===== src/pec_pkg.sv =====
// Constants for the PHY event, counter and self-test register bank.
// Assumes a 25 MHz register clock and word-indexed register offsets.
package pec_pkg;
  // ==========================================
  // Register indices (byte address = 4 x index)
  localparam logic [5:0] IDX_EV1 = 6'h12;
  localparam logic [5:0] IDX_EV2 = 6'h13;
  localparam logic [5:0] IDX_FC = 6'h14;
  localparam logic [5:0] IDX_RE = 6'h15;
  localparam logic [5:0] IDX_BT = 6'h16;
  localparam logic [5:0] IDX_MX = 6'h17;
  // ==========================================
  // Self-test control fields
  localparam int BT_MODE = 14;
  localparam int BT_TYPE = 13;
  localparam int BT_GEN = 12;
  localparam int BT_LOCK = 11;
  localparam int BT_LOSS = 10;
  localparam int BT_GACT = 9;
  localparam int BT_LPTX = 6;
  localparam int BT_LPB = 2;
  localparam logic [15:0] BT_RSV_RD = 16'h0100;
  // ==========================================
  // MAC interface control fields
  localparam int MX_RSV = 13;
  localparam int MX_RXD = 12;
  localparam int MX_TXD = 11;
  localparam int MX_R10 = 10;
  localparam int MX_RGMII = 9;
  localparam int MX_R8 = 8;
  localparam int MX_CLK = 7;
  localparam int MX_R6 = 6;
  localparam int MX_RMII = 5;
  localparam int MX_REV = 4;
  localparam int MX_OVF = 3;
  localparam int MX_UDF = 2;
  localparam logic [2:0] MX_RSV_RST = 3'h2;
  localparam logic [1:0] MX_EBUF_RST = 2'h1;
  // ==========================================
  // Counters and timing
  localparam logic [7:0] FC_HALF = 8'h7F;
  localparam logic [15:0] RE_HALF = 16'h7FFF;
  localparam logic [7:0] BIST_ERR_MAX = 8'hFF;
  localparam logic [4:0] PRBS_LOCK_CNT = 5'h07;
  localparam logic [6:0] PRBS_SEED = 7'h7F;
  localparam int RGMII_DLY_NS = 2;
  localparam int SINGLE_PKT_BITS = 12112;
  // ==========================================
  // Loopback select encodings
  localparam logic [3:0] LPB_SEL_PCS = 4'h1;
  localparam logic [3:0] LPB_SEL_ANA = 4'h2;
  localparam logic [3:0] LPB_SEL_REV = 4'h4;
  typedef enum logic [2:0] {
    PEC_LPB_NORMAL, PEC_LPB_PCS, PEC_LPB_ANALOG, PEC_LPB_REVERSE, PEC_LPB_RSVD
  } pec_lpb_t;
  typedef enum logic [1:0] {PEC_MII, PEC_RMII, PEC_RGMII} pec_mii_t;
endpackage


===== src/pec_sat_cnt.sv =====
// Saturating clear-on-read event counter with a half-full event.
// Assumes one-cycle increment and clear strobes on the register clock.
`timescale 1ns/1ps
module pec_sat_cnt #(
  parameter int W = 8,
  parameter logic [W-1:0] HALF = '0
) (
  // Clock and reset
  input wire logic clk_i,
  input wire logic rst_i,
  // Strobes
  input wire logic inc_i,
  input wire logic clr_i,
  // Results
  output logic [W-1:0] cnt_o,
  output logic half_o
);
  import pec_pkg::*;
  typedef struct packed {
    logic [W-1:0] cnt;
    logic half;
  } pec_cnt_t;
  pec_cnt_t s_reg, s_next;

  always_comb begin
    s_next = s_reg;
    s_next.half = 1'b0;
    if (clr_i) begin
      // Event in the clearing cycle is kept
      s_next.cnt = W'(inc_i);
    end else if (inc_i && s_reg.cnt != '1) begin
      s_next.cnt = s_reg.cnt + W'(1);
      s_next.half = (s_reg.cnt == HALF);
    end
    if (rst_i) begin
      s_next = '0;
    end
  end

  always_ff @(posedge clk_i) begin
    s_reg <= s_next;
  end

  assign cnt_o = s_reg.cnt;
  assign half_o = s_reg.half;
endmodule


===== src/pec_prbs.sv =====
// Self-test packet generator and PRBS7 checker.
// Assumes one bit per clock on both the transmit and receive streams.
`timescale 1ns/1ps
module pec_prbs #(
  parameter int PKT_BITS = pec_pkg::SINGLE_PKT_BITS
) (
  // Clock and reset
  input wire logic clk_i,
  input wire logic rst_i,
  // Control
  input wire logic gen_en_i,
  input wire logic prbs_i,
  input wire logic cont_i,
  input wire logic rx_bit_i,
  // Status and stream
  output logic tx_bit_o,
  output logic tx_en_o,
  output logic gen_act_o,
  output logic lock_o,
  output logic loss_o,
  output logic wrap_o
);
  import pec_pkg::*;
  typedef struct packed {
    logic act;
    logic done;
    logic [15:0] bits;
    logic [6:0] lfsr;
    logic tx;
    logic [6:0] hist;
    logic [4:0] good;
    logic lock;
    logic loss;
    logic [7:0] err;
    logic wrap;
  } pec_prbs_t;
  pec_prbs_t s_reg, s_next;
  logic exp_bit;

  always_comb begin
    s_next = s_reg;
    s_next.loss = 1'b0;
    s_next.wrap = 1'b0;
    exp_bit = s_reg.hist[6] ^ s_reg.hist[5];
    // Generator
    if (!gen_en_i) begin
      s_next.act = 1'b0;
      s_next.done = 1'b0;
      s_next.bits = '0;
    end else if (prbs_i) begin
      s_next.act = 1'b1;
      s_next.lfsr = {s_reg.lfsr[5:0], s_reg.lfsr[6] ^ s_reg.lfsr[5]};
    end else if (!s_reg.done) begin
      // One constant-data packet, then idle until re-enabled
      s_next.act = 1'b1;
      s_next.bits = s_reg.bits + 16'h0001;
      if (s_reg.bits == 16'(PKT_BITS - 1)) begin
        s_next.done = 1'b1;
        s_next.act = 1'b0;
      end
    end else begin
      s_next.act = 1'b0;
    end
    s_next.tx = prbs_i ? s_reg.lfsr[6] : 1'b0;
    // Checker, active whenever PRBS type is chosen
    if (!prbs_i) begin
      s_next.lock = 1'b0;
      s_next.good = '0;
      s_next.hist = '0;
    end else begin
      s_next.hist = {s_reg.hist[5:0], rx_bit_i};
      if (exp_bit == rx_bit_i) begin
        if (!s_reg.lock) begin
          s_next.good = s_reg.good + 5'h01;
          s_next.lock = (s_reg.good == PRBS_LOCK_CNT - 5'h01);
        end
      end else begin
        s_next.good = '0;
        if (s_reg.lock) begin
          s_next.lock = 1'b0;
          s_next.loss = 1'b1;
          if (s_reg.err != BIST_ERR_MAX) begin
            s_next.err = s_reg.err + 8'h01;
          end else if (cont_i) begin
            s_next.err = '0;
            s_next.wrap = 1'b1;
          end
        end
      end
    end
    if (rst_i) begin
      s_next = '0;
      s_next.lfsr = PRBS_SEED;
    end
  end

  always_ff @(posedge clk_i) begin
    s_reg <= s_next;
  end

  assign tx_bit_o = s_reg.tx;
  assign tx_en_o = s_reg.act;
  assign gen_act_o = s_reg.act;
  assign lock_o = s_reg.lock;
  assign loss_o = s_reg.loss;
  assign wrap_o = s_reg.wrap;
endmodule


===== src/pec_regs.sv =====
// Event, counter, self-test and MAC interface registers of a PHY.
// Assumes classic Wishbone on clk_i; event inputs are one-cycle pulses.
`timescale 1ns/1ps
module pec_regs #(
  parameter int PKT_BITS = pec_pkg::SINGLE_PKT_BITS
) (
  // Clock and reset
  input wire logic clk_i,
  input wire logic rst_i,
  // Wishbone slave
  input wire logic wb_cyc_i,
  input wire logic wb_stb_i,
  input wire logic wb_we_i,
  input wire logic [7:0] wb_adr_i,
  input wire logic [3:0] wb_sel_i,
  input wire logic [31:0] wb_dat_i,
  output logic [31:0] wb_dat_o,
  output logic wb_ack_o,
  // Event pulses
  input wire logic undervolt_i,
  input wire logic overvolt_i,
  input wire logic overtemp_i,
  input wire logic sleep_i,
  input wire logic polarity_i,
  input wire logic jabber_i,
  input wire logic false_carrier_i,
  input wire logic rx_dv_i,
  input wire logic rx_er_i,
  input wire logic rx_fifo_ovf_i,
  input wire logic rx_fifo_udf_i,
  input wire logic bist_rx_i,
  // Straps
  input wire logic strap_rx_dly_i,
  input wire logic strap_tx_dly_i,
  input wire logic strap_rgmii_i,
  input wire logic strap_clk50_i,
  input wire logic strap_rmii_i,
  // Event outputs
  output logic int_o,
  output logic [7:0] event1_en_o,
  output logic fc_half_o,
  output logic re_half_o,
  // Self-test outputs
  output logic bist_tx_o,
  output logic bist_tx_en_o,
  output logic bist_err_wrap_o,
  output pec_pkg::pec_lpb_t lpb_mode_o,
  output logic lpb_mdi_tx_o,
  // MAC interface controls
  output logic rx_clk_dly_o,
  output logic tx_clk_dly_o,
  output pec_pkg::pec_mii_t mii_mode_o,
  output logic clk50_sel_o,
  output logic rmii_rev10_o,
  output logic [1:0] ebuf_size_o
);
  import pec_pkg::*;

  typedef struct packed {
    logic ack;
    logic [15:0] rdat;
    logic [7:0] en1;
    logic [5:0] st2;
    logic [5:0] en2;
    logic bmode;
    logic btype;
    logic bgen;
    logic bloss;
    logic [3:0] lpb;
    logic lptx;
    logic [1:0] brsv;
    logic [2:0] mrsv;
    logic rxd;
    logic txd;
    logic r10;
    logic rgmii;
    logic r8;
    logic clk50;
    logic r6;
    logic rmii;
    logic rev;
    logic ovf;
    logic udf;
    logic [1:0] ebuf;
    pec_lpb_t lmode;
    pec_mii_t mmode;
    logic intr;
  } pec_state_t;

  pec_state_t s_reg, s_next;

  // ==========================================
  // Bus decode
  logic take;
  logic rd;
  logic wr;
  logic [5:0] idx;
  logic [15:0] wd;
  logic [5:0] ev2;
  logic [5:0] st2_set;
  logic fc_clr;
  logic re_clr;
  logic re_inc;
  logic mac_lpb;
  logic [7:0] fc_cnt;
  logic [15:0] re_cnt;
  logic fc_half;
  logic re_half;
  logic gen_act;
  logic bist_lock;
  logic bist_loss;
  logic [3:0] lpb_w;

  assign take = wb_cyc_i & wb_stb_i & ~s_reg.ack;
  assign rd = take & ~wb_we_i;
  assign wr = take & wb_we_i;
  assign idx = wb_adr_i[7:2];
  assign wd = wb_dat_i[15:0];
  assign ev2 = {undervolt_i, overvolt_i, overtemp_i, sleep_i, polarity_i, jabber_i};
  assign fc_clr = rd & (idx == IDX_FC);
  assign re_clr = rd & (idx == IDX_RE);
  // PCS loopback is the loop that returns MAC transmit data
  assign mac_lpb = (s_reg.lpb == LPB_SEL_PCS);
  assign re_inc = rx_dv_i & rx_er_i & ~mac_lpb;
  assign lpb_w = wd[BT_LPB+3:BT_LPB];

  // ==========================================
  // Latched event flags, set beats read-clear
  for (genvar i = 0; i < 6; i++) begin : g_st2
    assign st2_set[i] = ev2[i] | (s_reg.st2[i] & ~(rd & (idx == IDX_EV2)));
  end

  // ==========================================
  // Counters and self-test engine
  pec_sat_cnt #(.W(8), .HALF(FC_HALF)) u_fc (
    .clk_i(clk_i),
    .rst_i(rst_i),
    .inc_i(false_carrier_i),
    .clr_i(fc_clr),
    .cnt_o(fc_cnt),
    .half_o(fc_half)
  );

  pec_sat_cnt #(.W(16), .HALF(RE_HALF)) u_re (
    .clk_i(clk_i),
    .rst_i(rst_i),
    .inc_i(re_inc),
    .clr_i(re_clr),
    .cnt_o(re_cnt),
    .half_o(re_half)
  );

  pec_prbs #(.PKT_BITS(PKT_BITS)) u_prbs (
    .clk_i(clk_i),
    .rst_i(rst_i),
    .gen_en_i(s_reg.bgen),
    .prbs_i(s_reg.btype),
    .cont_i(s_reg.bmode),
    .rx_bit_i(bist_rx_i),
    .tx_bit_o(bist_tx_o),
    .tx_en_o(bist_tx_en_o),
    .gen_act_o(gen_act),
    .lock_o(bist_lock),
    .loss_o(bist_loss),
    .wrap_o(bist_err_wrap_o)
  );

  assign fc_half_o = fc_half;
  assign re_half_o = re_half;

  // ==========================================
  // Register update
  always_comb begin
    s_next = s_reg;
    s_next.ack = take;
    s_next.st2 = st2_set;
    // Sticky loss; a new loss in the read cycle survives
    s_next.bloss = bist_loss | (s_reg.bloss & ~(rd & (idx == IDX_BT)));
    s_next.ovf = rx_fifo_ovf_i | (s_reg.ovf & ~(rd & (idx == IDX_MX)));
    s_next.udf = rx_fifo_udf_i | (s_reg.udf & ~(rd & (idx == IDX_MX)));
    s_next.rdat = '0;
    if (rd) begin
      unique case (idx)
        IDX_EV1: s_next.rdat = {8'h00, s_reg.en1};
        IDX_EV2: s_next.rdat = {s_reg.st2[5:4], 2'b00, s_reg.st2[3:0],
                                s_reg.en2[5:4], 2'b00, s_reg.en2[3:0]};
        IDX_FC: s_next.rdat = {8'h00, fc_cnt};
        IDX_RE: s_next.rdat = re_cnt;
        IDX_BT: begin
          s_next.rdat = BT_RSV_RD;
          s_next.rdat[BT_MODE] = s_reg.bmode;
          s_next.rdat[BT_TYPE] = s_reg.btype;
          s_next.rdat[BT_GEN] = s_reg.bgen;
          s_next.rdat[BT_LOCK] = bist_lock;
          s_next.rdat[BT_LOSS] = s_reg.bloss;
          s_next.rdat[BT_GACT] = gen_act;
          s_next.rdat[BT_LPTX] = s_reg.lptx;
          s_next.rdat[BT_LPB+3:BT_LPB] = s_reg.lpb;
          s_next.rdat[1:0] = s_reg.brsv;
        end
        IDX_MX: begin
          s_next.rdat[15:MX_RSV] = s_reg.mrsv;
          s_next.rdat[MX_RXD] = s_reg.rxd;
          s_next.rdat[MX_TXD] = s_reg.txd;
          s_next.rdat[MX_R10] = s_reg.r10;
          s_next.rdat[MX_RGMII] = s_reg.rgmii;
          s_next.rdat[MX_R8] = s_reg.r8;
          s_next.rdat[MX_CLK] = s_reg.clk50;
          s_next.rdat[MX_R6] = s_reg.r6;
          s_next.rdat[MX_RMII] = s_reg.rmii;
          s_next.rdat[MX_REV] = s_reg.rev;
          // Status bits read 1 while normal
          s_next.rdat[MX_OVF] = ~s_reg.ovf;
          s_next.rdat[MX_UDF] = ~s_reg.udf;
          s_next.rdat[1:0] = s_reg.ebuf;
        end
        default: s_next.rdat = '0;
      endcase
    end
    if (wr && wb_sel_i[0]) begin
      unique case (idx)
        IDX_EV1: s_next.en1 = wd[7:0];
        IDX_EV2: s_next.en2 = {wd[7:6], wd[3:0]};
        IDX_BT: begin
          s_next.lpb = lpb_w;
          // Line transmit only accepted together with MAC loopback
          s_next.lptx = wd[BT_LPTX] & (lpb_w == LPB_SEL_PCS);
          s_next.brsv = wd[1:0];
        end
        IDX_MX: begin
          s_next.clk50 = wd[MX_CLK];
          s_next.r6 = wd[MX_R6];
          s_next.rmii = wd[MX_RMII];
          s_next.rev = wd[MX_REV];
          s_next.ebuf = wd[1:0];
        end
        default: s_next.rdat = s_next.rdat;
      endcase
    end
    if (wr && wb_sel_i[1]) begin
      unique case (idx)
        IDX_BT: begin
          s_next.bmode = wd[BT_MODE];
          s_next.btype = wd[BT_TYPE];
          s_next.bgen = wd[BT_GEN];
        end
        IDX_MX: begin
          s_next.mrsv = wd[15:MX_RSV];
          s_next.rxd = wd[MX_RXD];
          s_next.txd = wd[MX_TXD];
          s_next.r10 = wd[MX_R10];
          s_next.rgmii = wd[MX_RGMII];
          s_next.r8 = wd[MX_R8];
        end
        default: s_next.rdat = s_next.rdat;
      endcase
    end
    // Loopback decode; codes 0, 1, 2 and 4 only, others reserved
    unique case (s_next.lpb)
      4'h0: s_next.lmode = PEC_LPB_NORMAL;
      LPB_SEL_PCS: s_next.lmode = PEC_LPB_PCS;
      LPB_SEL_ANA: s_next.lmode = PEC_LPB_ANALOG;
      LPB_SEL_REV: s_next.lmode = PEC_LPB_REVERSE;
      default: s_next.lmode = PEC_LPB_RSVD;
    endcase
    s_next.mmode = s_next.rgmii ? PEC_RGMII :
                   (s_next.rmii ? PEC_RMII : PEC_MII);
    s_next.intr = |(s_next.st2 & s_next.en2);
    if (rst_i) begin
      s_next = '0;
      s_next.lmode = PEC_LPB_NORMAL;
      s_next.mrsv = MX_RSV_RST;
      s_next.r6 = 1'b1;
      s_next.ebuf = MX_EBUF_RST;
      // Straps caught while reset is held
      s_next.rxd = strap_rx_dly_i;
      s_next.txd = strap_tx_dly_i;
      s_next.rgmii = strap_rgmii_i;
      s_next.clk50 = strap_clk50_i;
      s_next.rmii = strap_rmii_i;
      s_next.mmode = strap_rgmii_i ? PEC_RGMII : (strap_rmii_i ? PEC_RMII : PEC_MII);
    end
  end

  always_ff @(posedge clk_i) begin
    s_reg <= s_next;
  end

  // ==========================================
  // Outputs
  assign wb_ack_o = s_reg.ack;
  assign wb_dat_o = {16'h0000, s_reg.rdat};
  assign int_o = s_reg.intr;
  assign event1_en_o = s_reg.en1;
  assign lpb_mode_o = s_reg.lmode;
  assign lpb_mdi_tx_o = s_reg.lptx;
  assign rx_clk_dly_o = s_reg.rxd;
  assign tx_clk_dly_o = s_reg.txd;
  assign mii_mode_o = s_reg.mmode;
  assign clk50_sel_o = s_reg.clk50;
  assign rmii_rev10_o = s_reg.rev;
  assign ebuf_size_o = s_reg.ebuf;
endmodule


===== config.mk =====
export PLATFORM = sky130hd
export DESIGN_NAME = pec_regs
export DESIGN_NICKNAME = d
export VERILOG_FILES = /design/src/pec_pkg.sv /design/src/pec_sat_cnt.sv /design/src/pec_prbs.sv /design/src/pec_regs.sv
export SDC_FILE = /design/constraint.sdc
export NUM_CORES = 1
export LEC_CHECK = 0
export BUFFER_PORTS_ARGS = -buffer_cell sky130_fd_sc_hd__buf_2
export CAP_MARGIN = 25
export CORE_MARGIN = 2
export CORE_UTILIZATION = 41
export CTS_CLUSTER_DIAMETER = 60
export DETAILED_ROUTE_END_ITERATION = 6
export PLACE_DENSITY_LB_ADDON = 0.12
export SLEW_MARGIN = 20
export SYNTH_ARGS = -nofsm -noshare
export SYNTH_HDL_FRONTEND = slang
export SYNTH_SLANG_ARGS = --single-unit

===== constraint.sdc =====
create_clock -name clk_i -period 4.2 [get_ports clk_i]
set_clock_uncertainty 0.1 [all_clocks]
set_input_delay 0 -clock clk_i [delete_from_list [all_inputs] [get_ports clk_i]]
set_output_delay 0 -clock clk_i [all_outputs]
set_load 0.01 [all_outputs]

==> Word level (Yosys, flattened, before mapping) <==
Index checks and enable logic that the tools add are counted.
{ "totals": {"register_bits": 145, "output_inout_bits": 59} }
{ "classes": {"addsub": 5, "eq_ne": 19, "muxes": 32, "bitwise": 48, "reduce_logical": 31} }
{ "op_table": {"columns": ["cell", "n"], "rows": [
  ["case mux 16 bit (6 select lines)", 1],
  ["equality test 6 x 5 -> 1 bit (second input constant)", 6],
  ["adder 16 x 1 -> 16 bit (second input constant)", 2],
  ["AND 1 bit", 21],
  ["2-to-1 mux 19 bit", 1],
  ["AND reduction 2 bit", 9],
  ["2-to-1 mux 17 bit", 1],
  ["adder 8 x 1 -> 8 bit (second input constant)", 2],
  ["equality test 16 x 14 -> 1 bit (second input constant)", 1],
  ["equality test 16 x 15 -> 1 bit (second input constant)", 1],
  ["2-to-1 mux 16 bit", 1],
  ["inequality test 16 bit (second input constant)", 1],
  ["inequality test 8 bit (second input constant)", 2],
  ["inverter 1 bit", 15],
  ["2-to-1 mux 2 bit", 7],
  ["2-to-1 mux 7 bit", 2],
  ["equality test 4 x 1 -> 1 bit (second input constant)", 3],
  ["2-to-1 mux 6 bit", 2],
  ["case mux 3 bit (4 select lines)", 1],
  ["nonzero test 2 bit", 6],
  ["OR reduction 3 bit", 4],
  ["2-to-1 mux 10 bit", 1],
  ["2-to-1 mux 5 bit", 2],
  ["2-to-1 mux 1 bit", 9],
  ["18 further kinds", 34]
]} }

==> Logic depth before layout (Yosys ltp) <==
{ "logic_depth": {"ltp_word": 10, "depth_mapped": 7, "ltp_nobuf": 6} }

==> Modules after synthesis <==
A second synthesis with hierarchy kept.
{ "hier_totals": {"hier_cells": 748, "hier_area_um2": 6657.6} }
{ "modules_own_cells": {"columns": ["mod", "n_inst", "cells_each", "area_per_inst_um2", "seq_area_each_um2"], "rows": [
  ["pec_regs", 1, 370, 3264.4, 1411.4],
  ["pec_prbs", 1, 222, 2069.5, 980.9],
  ["pec_sat_cnt at u_re", 1, 101, 858.3, 340.3],
  ["pec_sat_cnt at u_fc", 1, 55, 465.4, 180.2]
]} }

==> Worst setup path after synthesis <==
Ideal clock, no wire load.
{ "synth_path": {"path_kind": "reg-to-reg", "startpoint": "register s_reg (netlist bit wb_ack_o)", "endpoint": "register s_reg (netlist bit int_o)", "setup_time_ps": 120, "t_arrival_ps": 1941, "required_ps": 3980, "setup_slack_ps": 2039, "stages_incl_launch_ff": 6, "synth_period_minus_slack_ps": 2161, "path_cell_list": "dfxtp_1 -> nand3b_1 -> nor4b_2 -> mux2i_1 -> o22ai_1 -> o31a_1"} }
{ "synth_between": {"elab_chain_cells": 9, "elab_cells_between_ends": 22, "classes_between": "mux: 1; bitwise: 19; reduce/logical: 2"} }
{ "synth_lines": {"columns": ["item", "line", "rtl"], "rows": [
  ["from (decl)", "pec_regs.sv:90", "pec_state_t s_reg, s_next;"],
  ["from (signal assigned)", "pec_regs.sv:286", "s_reg <= s_next;"],
  ["inverter 1 bit (*)", "pec_regs.sv:114", "assign take = wb_cyc_i & wb_stb_i & ~s_reg.ack;"],
  ["AND 1 bit (*)", "pec_regs.sv:114", null],
  ["AND 1 bit", "pec_regs.sv:115", "assign rd = take & ~wb_we_i;"],
  ["AND 1 bit", "pec_regs.sv:130", "assign st2_set[i] = ev2[i] | (s_reg.st2[i] & ~(rd & (idx == IDX_EV2)));"],
  ["inverter 1 bit", "pec_regs.sv:130", null],
  ["AND 1 bit", "pec_regs.sv:130", null],
  ["bitwise OR 1 bit", "pec_regs.sv:130", null],
  ["AND 6 bit (*)", "pec_regs.sv:268", "s_next.intr = |(s_next.st2 & s_next.en2);"],
  ["OR reduction 6 bit (*)", "pec_regs.sv:268", null]
]} }
Mark *: on every way between the ends. The rest lies on a longest branch, timed or not.
A chain may end at the register's enable or synchronous reset.

==> flow_summary.toml <==
[outcome]
outcome = "completed"

[synthesis]
synth_compound_area_frac = 0.1010
yosysWarnings = 0
synth_cell_types = 59
synth-simple-area-share = 0.2297
synth_top_family_by_area = "simple AND/OR/NAND/NOR gates"
ys_ff_latch = 144
netlist_area_um2 = 6280
synthFlopType = "dfxtp_1"
synthXorXnorAreaFrac = 0.06356
ys_seq_area_frac = 0.4638
netlist_instances = 694
yosys.area_share.adder = 0.01375
async_reset_ff_frac = 0
synth-edff-count = 3
synth.avg_cell_area_um2 = 9.049
synth_mux_area_frac = 0.05280

[placed_design]
place_worst_setup_slack_ps = 1657
dpl-instance-area_um2 = 6626
hpwl_um = 11360
place_congestion = 0.8448
io_buffers = 88

[sta]
finalCriticalPeriod_ps = 3627
fin_crit_sh = 0.8635
clock.fmax_mhz = 275.7
slew_headroom = 0.3942
finalHoldViolCount = 0
setup_violations = 0
tightest_slew_ps = 906.3
setup_ws_ps = 573.4
slew_viol_final = 0
rsz0062_at_grt = "false"
fin_setup_tns_ps = 0

[clocking]
clk-insertion-delay-late_ps = 420
cts_made_buffers = 17
htree_levels = 4
cts_buffer_depth = 2
cts.hold.buffers_added = 47
cts_resized = 0
cts.sinks = 144
cts_tree = "yes"
path_clk_slew_ps = 60
root_buffer = "clkbuf_16"
post_cts_buffers = 0

[floorplan]
die_area_um2 = 16320
die_w_um = 127.8
coreArea_um2 = 15090
io_pins = 125
initial_utilization = 0.4162
rows = 45
die_h_um = 127.8

[critical_path]
cp_max_fo = 9
critPathBufInv = 4
crit_required_ps = 4460
path_cells = "dlygate4sd3_1, buf_2, nand3_1, dlygate4sd3_1, nor3b_1, nand2_1, mux2_2, o31ai_1, dlygate4sd3_1"
endpoint_kind = "flop"
r2r_start = "wb_ack_o$_SDFF_PP0_"
crit_type = "primary input to flop"
worst_path_max_delay_cell = "nor3b_1"
arrival_ps = 3890
cpPeakStageDelay_ps = 690
cp_common_cell = "dlygate4sd3_1"
crit_family = "buffers and inverters"
crit_start = "wb_we_i"
worst_setup_path_start_kind = "primary input"

[grt]
grt_pass1_wl_um = 26070
antenna_found_initial = 0
grt_max_degree = 37
grt_use_total = 0.2055
grt_pass1_vias = 5170
overflow = 0

[drt]
wl_per_cell_um = 16.39
drt_iter0_drc = 490
viasPerCell = 5.241
routed_wl_um = 16420
via_count = 5251
first_pass_iters = 6
antenna_left = 0
drc = 0

[cells_and_area]
stdcell_area_um2 = 7695
diodes = 0
largest_reg_flops = 44
post-route-util = 0.5100
area_growth_pct = 22.53
nNetsFinal = 873
drive_gt1_frac = 0.1732
fillCellCount = 1406

[power_and_ir_drop]
p_leak_nw = 2.955
power.total_mw = 3.064
powerDensity_nw_per_um2 = 398.2
vdd_drop_max_uv = 280.0

[run]
max_cap_violations = 0

[hold_path]
holdCritStartpoint = "wb_cyc_i"
hold_class = "primary input to flop"
==> final timing paths <==
check                                     end  slack (ps)  depth (start not counted)
setup / recovery        mii_mode_o[0]$_DFF_P_         570                          9
hold / removal         s_reg[30]$_SDFFE_PP0P_          20                          4
setup reg to reg        mii_mode_o[0]$_DFF_P_        1090                          5
hold reg to reg   u_prbs.s_reg[21]$_SDFF_PP0_         330                          1
==> layer usage <==
metal | up-vias | routed length (µm) | track usage | share of wire
met2 | 158 | 7874 | 0.3397 | 0.48
li1 | 2578 | - | - | -
met5 | - | 0 | 0 | 0
met4 | 0 | 278 | 0.08016 | 0.017
met1 | 2490 | 7267 | 0.2593 | 0.44
met3 | 25 | 1002 | 0.05008 | 0.061
==> cell usage in the layout, fill, tap and decap left out, drive strengths merged, types with 12 or more instances in the layout <==
cell	instances
dfxtp	141
nor2	107
buf	95
nand2	64
dlygate4sd3	47
nand3	36
a21oi	34
mux2i	32
xor2	27
clkbuf	21
xnor2	16
conb	16
o21ai	14
nand4	13
a222oi	13
and2	12
==> layout make-up <==
cell class | instances | area (µm²) | share of cell area
clock inverters | 11 | 127.6 | 0.01659
clock buffers | 21 | 470.5 | 0.06114
flip-flops and latches | 144 | 2913 | 0.3785
multi-input cells | 490 | 2963 | 0.3850
inverters | 6 | 22.52 | 0.002927
well taps | 188 | 235.2 | 0.03057
repair buffers | 142 | 963.4 | 0.1252
==> synthesized netlist by cell type, types with 3 or more instances <==
| cell type | number | area, µm² |
|---|---|---|
| a21oi_1 | 33 | 165.2 |
| ha_1 | 6 | 75.07 |
| nor3_1 | 7 | 35.03 |
| a31oi_1 | 9 | 56.30 |
| nand4_1 | 13 | 81.33 |
| a222oi_1 | 13 | 130.1 |
| or3_1 | 6 | 37.54 |
| nand3_1 | 36 | 180.2 |
| nor4_1 | 5 | 31.28 |
| inv_1 | 6 | 22.52 |
| and3_1 | 8 | 50.05 |
| nand2b_1 | 4 | 25.02 |
| xor2_1 | 27 | 236.5 |
| and2_1 | 12 | 75.07 |
| mux2i_1 | 32 | 320.3 |
| buf_2 | 3 | 15.01 |
| o22ai_1 | 3 | 18.77 |
| and4_1 | 4 | 35.03 |
| buf_4 | 47 | 352.8 |
| nor2_1 | 107 | 401.6 |
| nand2_1 | 64 | 240.2 |
| or2_2 | 4 | 25.02 |
| clkbuf_1 | 16 | 60.06 |
| dfxtp_1 | 141 | 2823 |
| o21ai_0 | 12 | 60.06 |
| a22oi_1 | 9 | 67.56 |
| edfxtp_1 | 3 | 90.09 |
| xnor2_1 | 16 | 140.1 |
| nor4b_1 | 3 | 26.28 |
| nor2b_1 | 5 | 31.28 |
| o211ai_1 | 4 | 30.03 |
==> kinds of logic after synthesis <==
| group | after synthesis |
|---|---|
| xor+xnor | 44 |
| mux | 33 |
| simple gates | 294 |
| other cells | 1 |
| fa+ha+maj | 7 |
| buf+inv | 75 |
| flops | 144 |
| compound gates | 96 |
==> power breakdown <==
part           internal, mW  total [mW]  switching [mW]
Clock                 0.926        1.52           0.595
Combinational        0.0666       0.147          0.0801
Sequential             1.39        1.40          0.0115
Total                  2.38        3.06           0.686
==> tightest hold or removal path, delay by kind of cell <==
family | cells | cell delay [ps]
and+or+nand+nor | 2 | 320
buffers and inverters | 1 | 110
AOI/OAI and AO/OA | 1 | 60
==> metrics by stage <==
step | std cells | hold slack (ps)
6_report | 1002 | 21.58
5_1_grt | 1002 | 32.69
4_1_cts | 1002 | 5.015
3_5_place_dp | 923 | 110.2
3_3_place_gp | 923 | 119.0
2_1_floorplan | 709 | 8.476
Note: power is estimated with default switching activity, not from simulation.
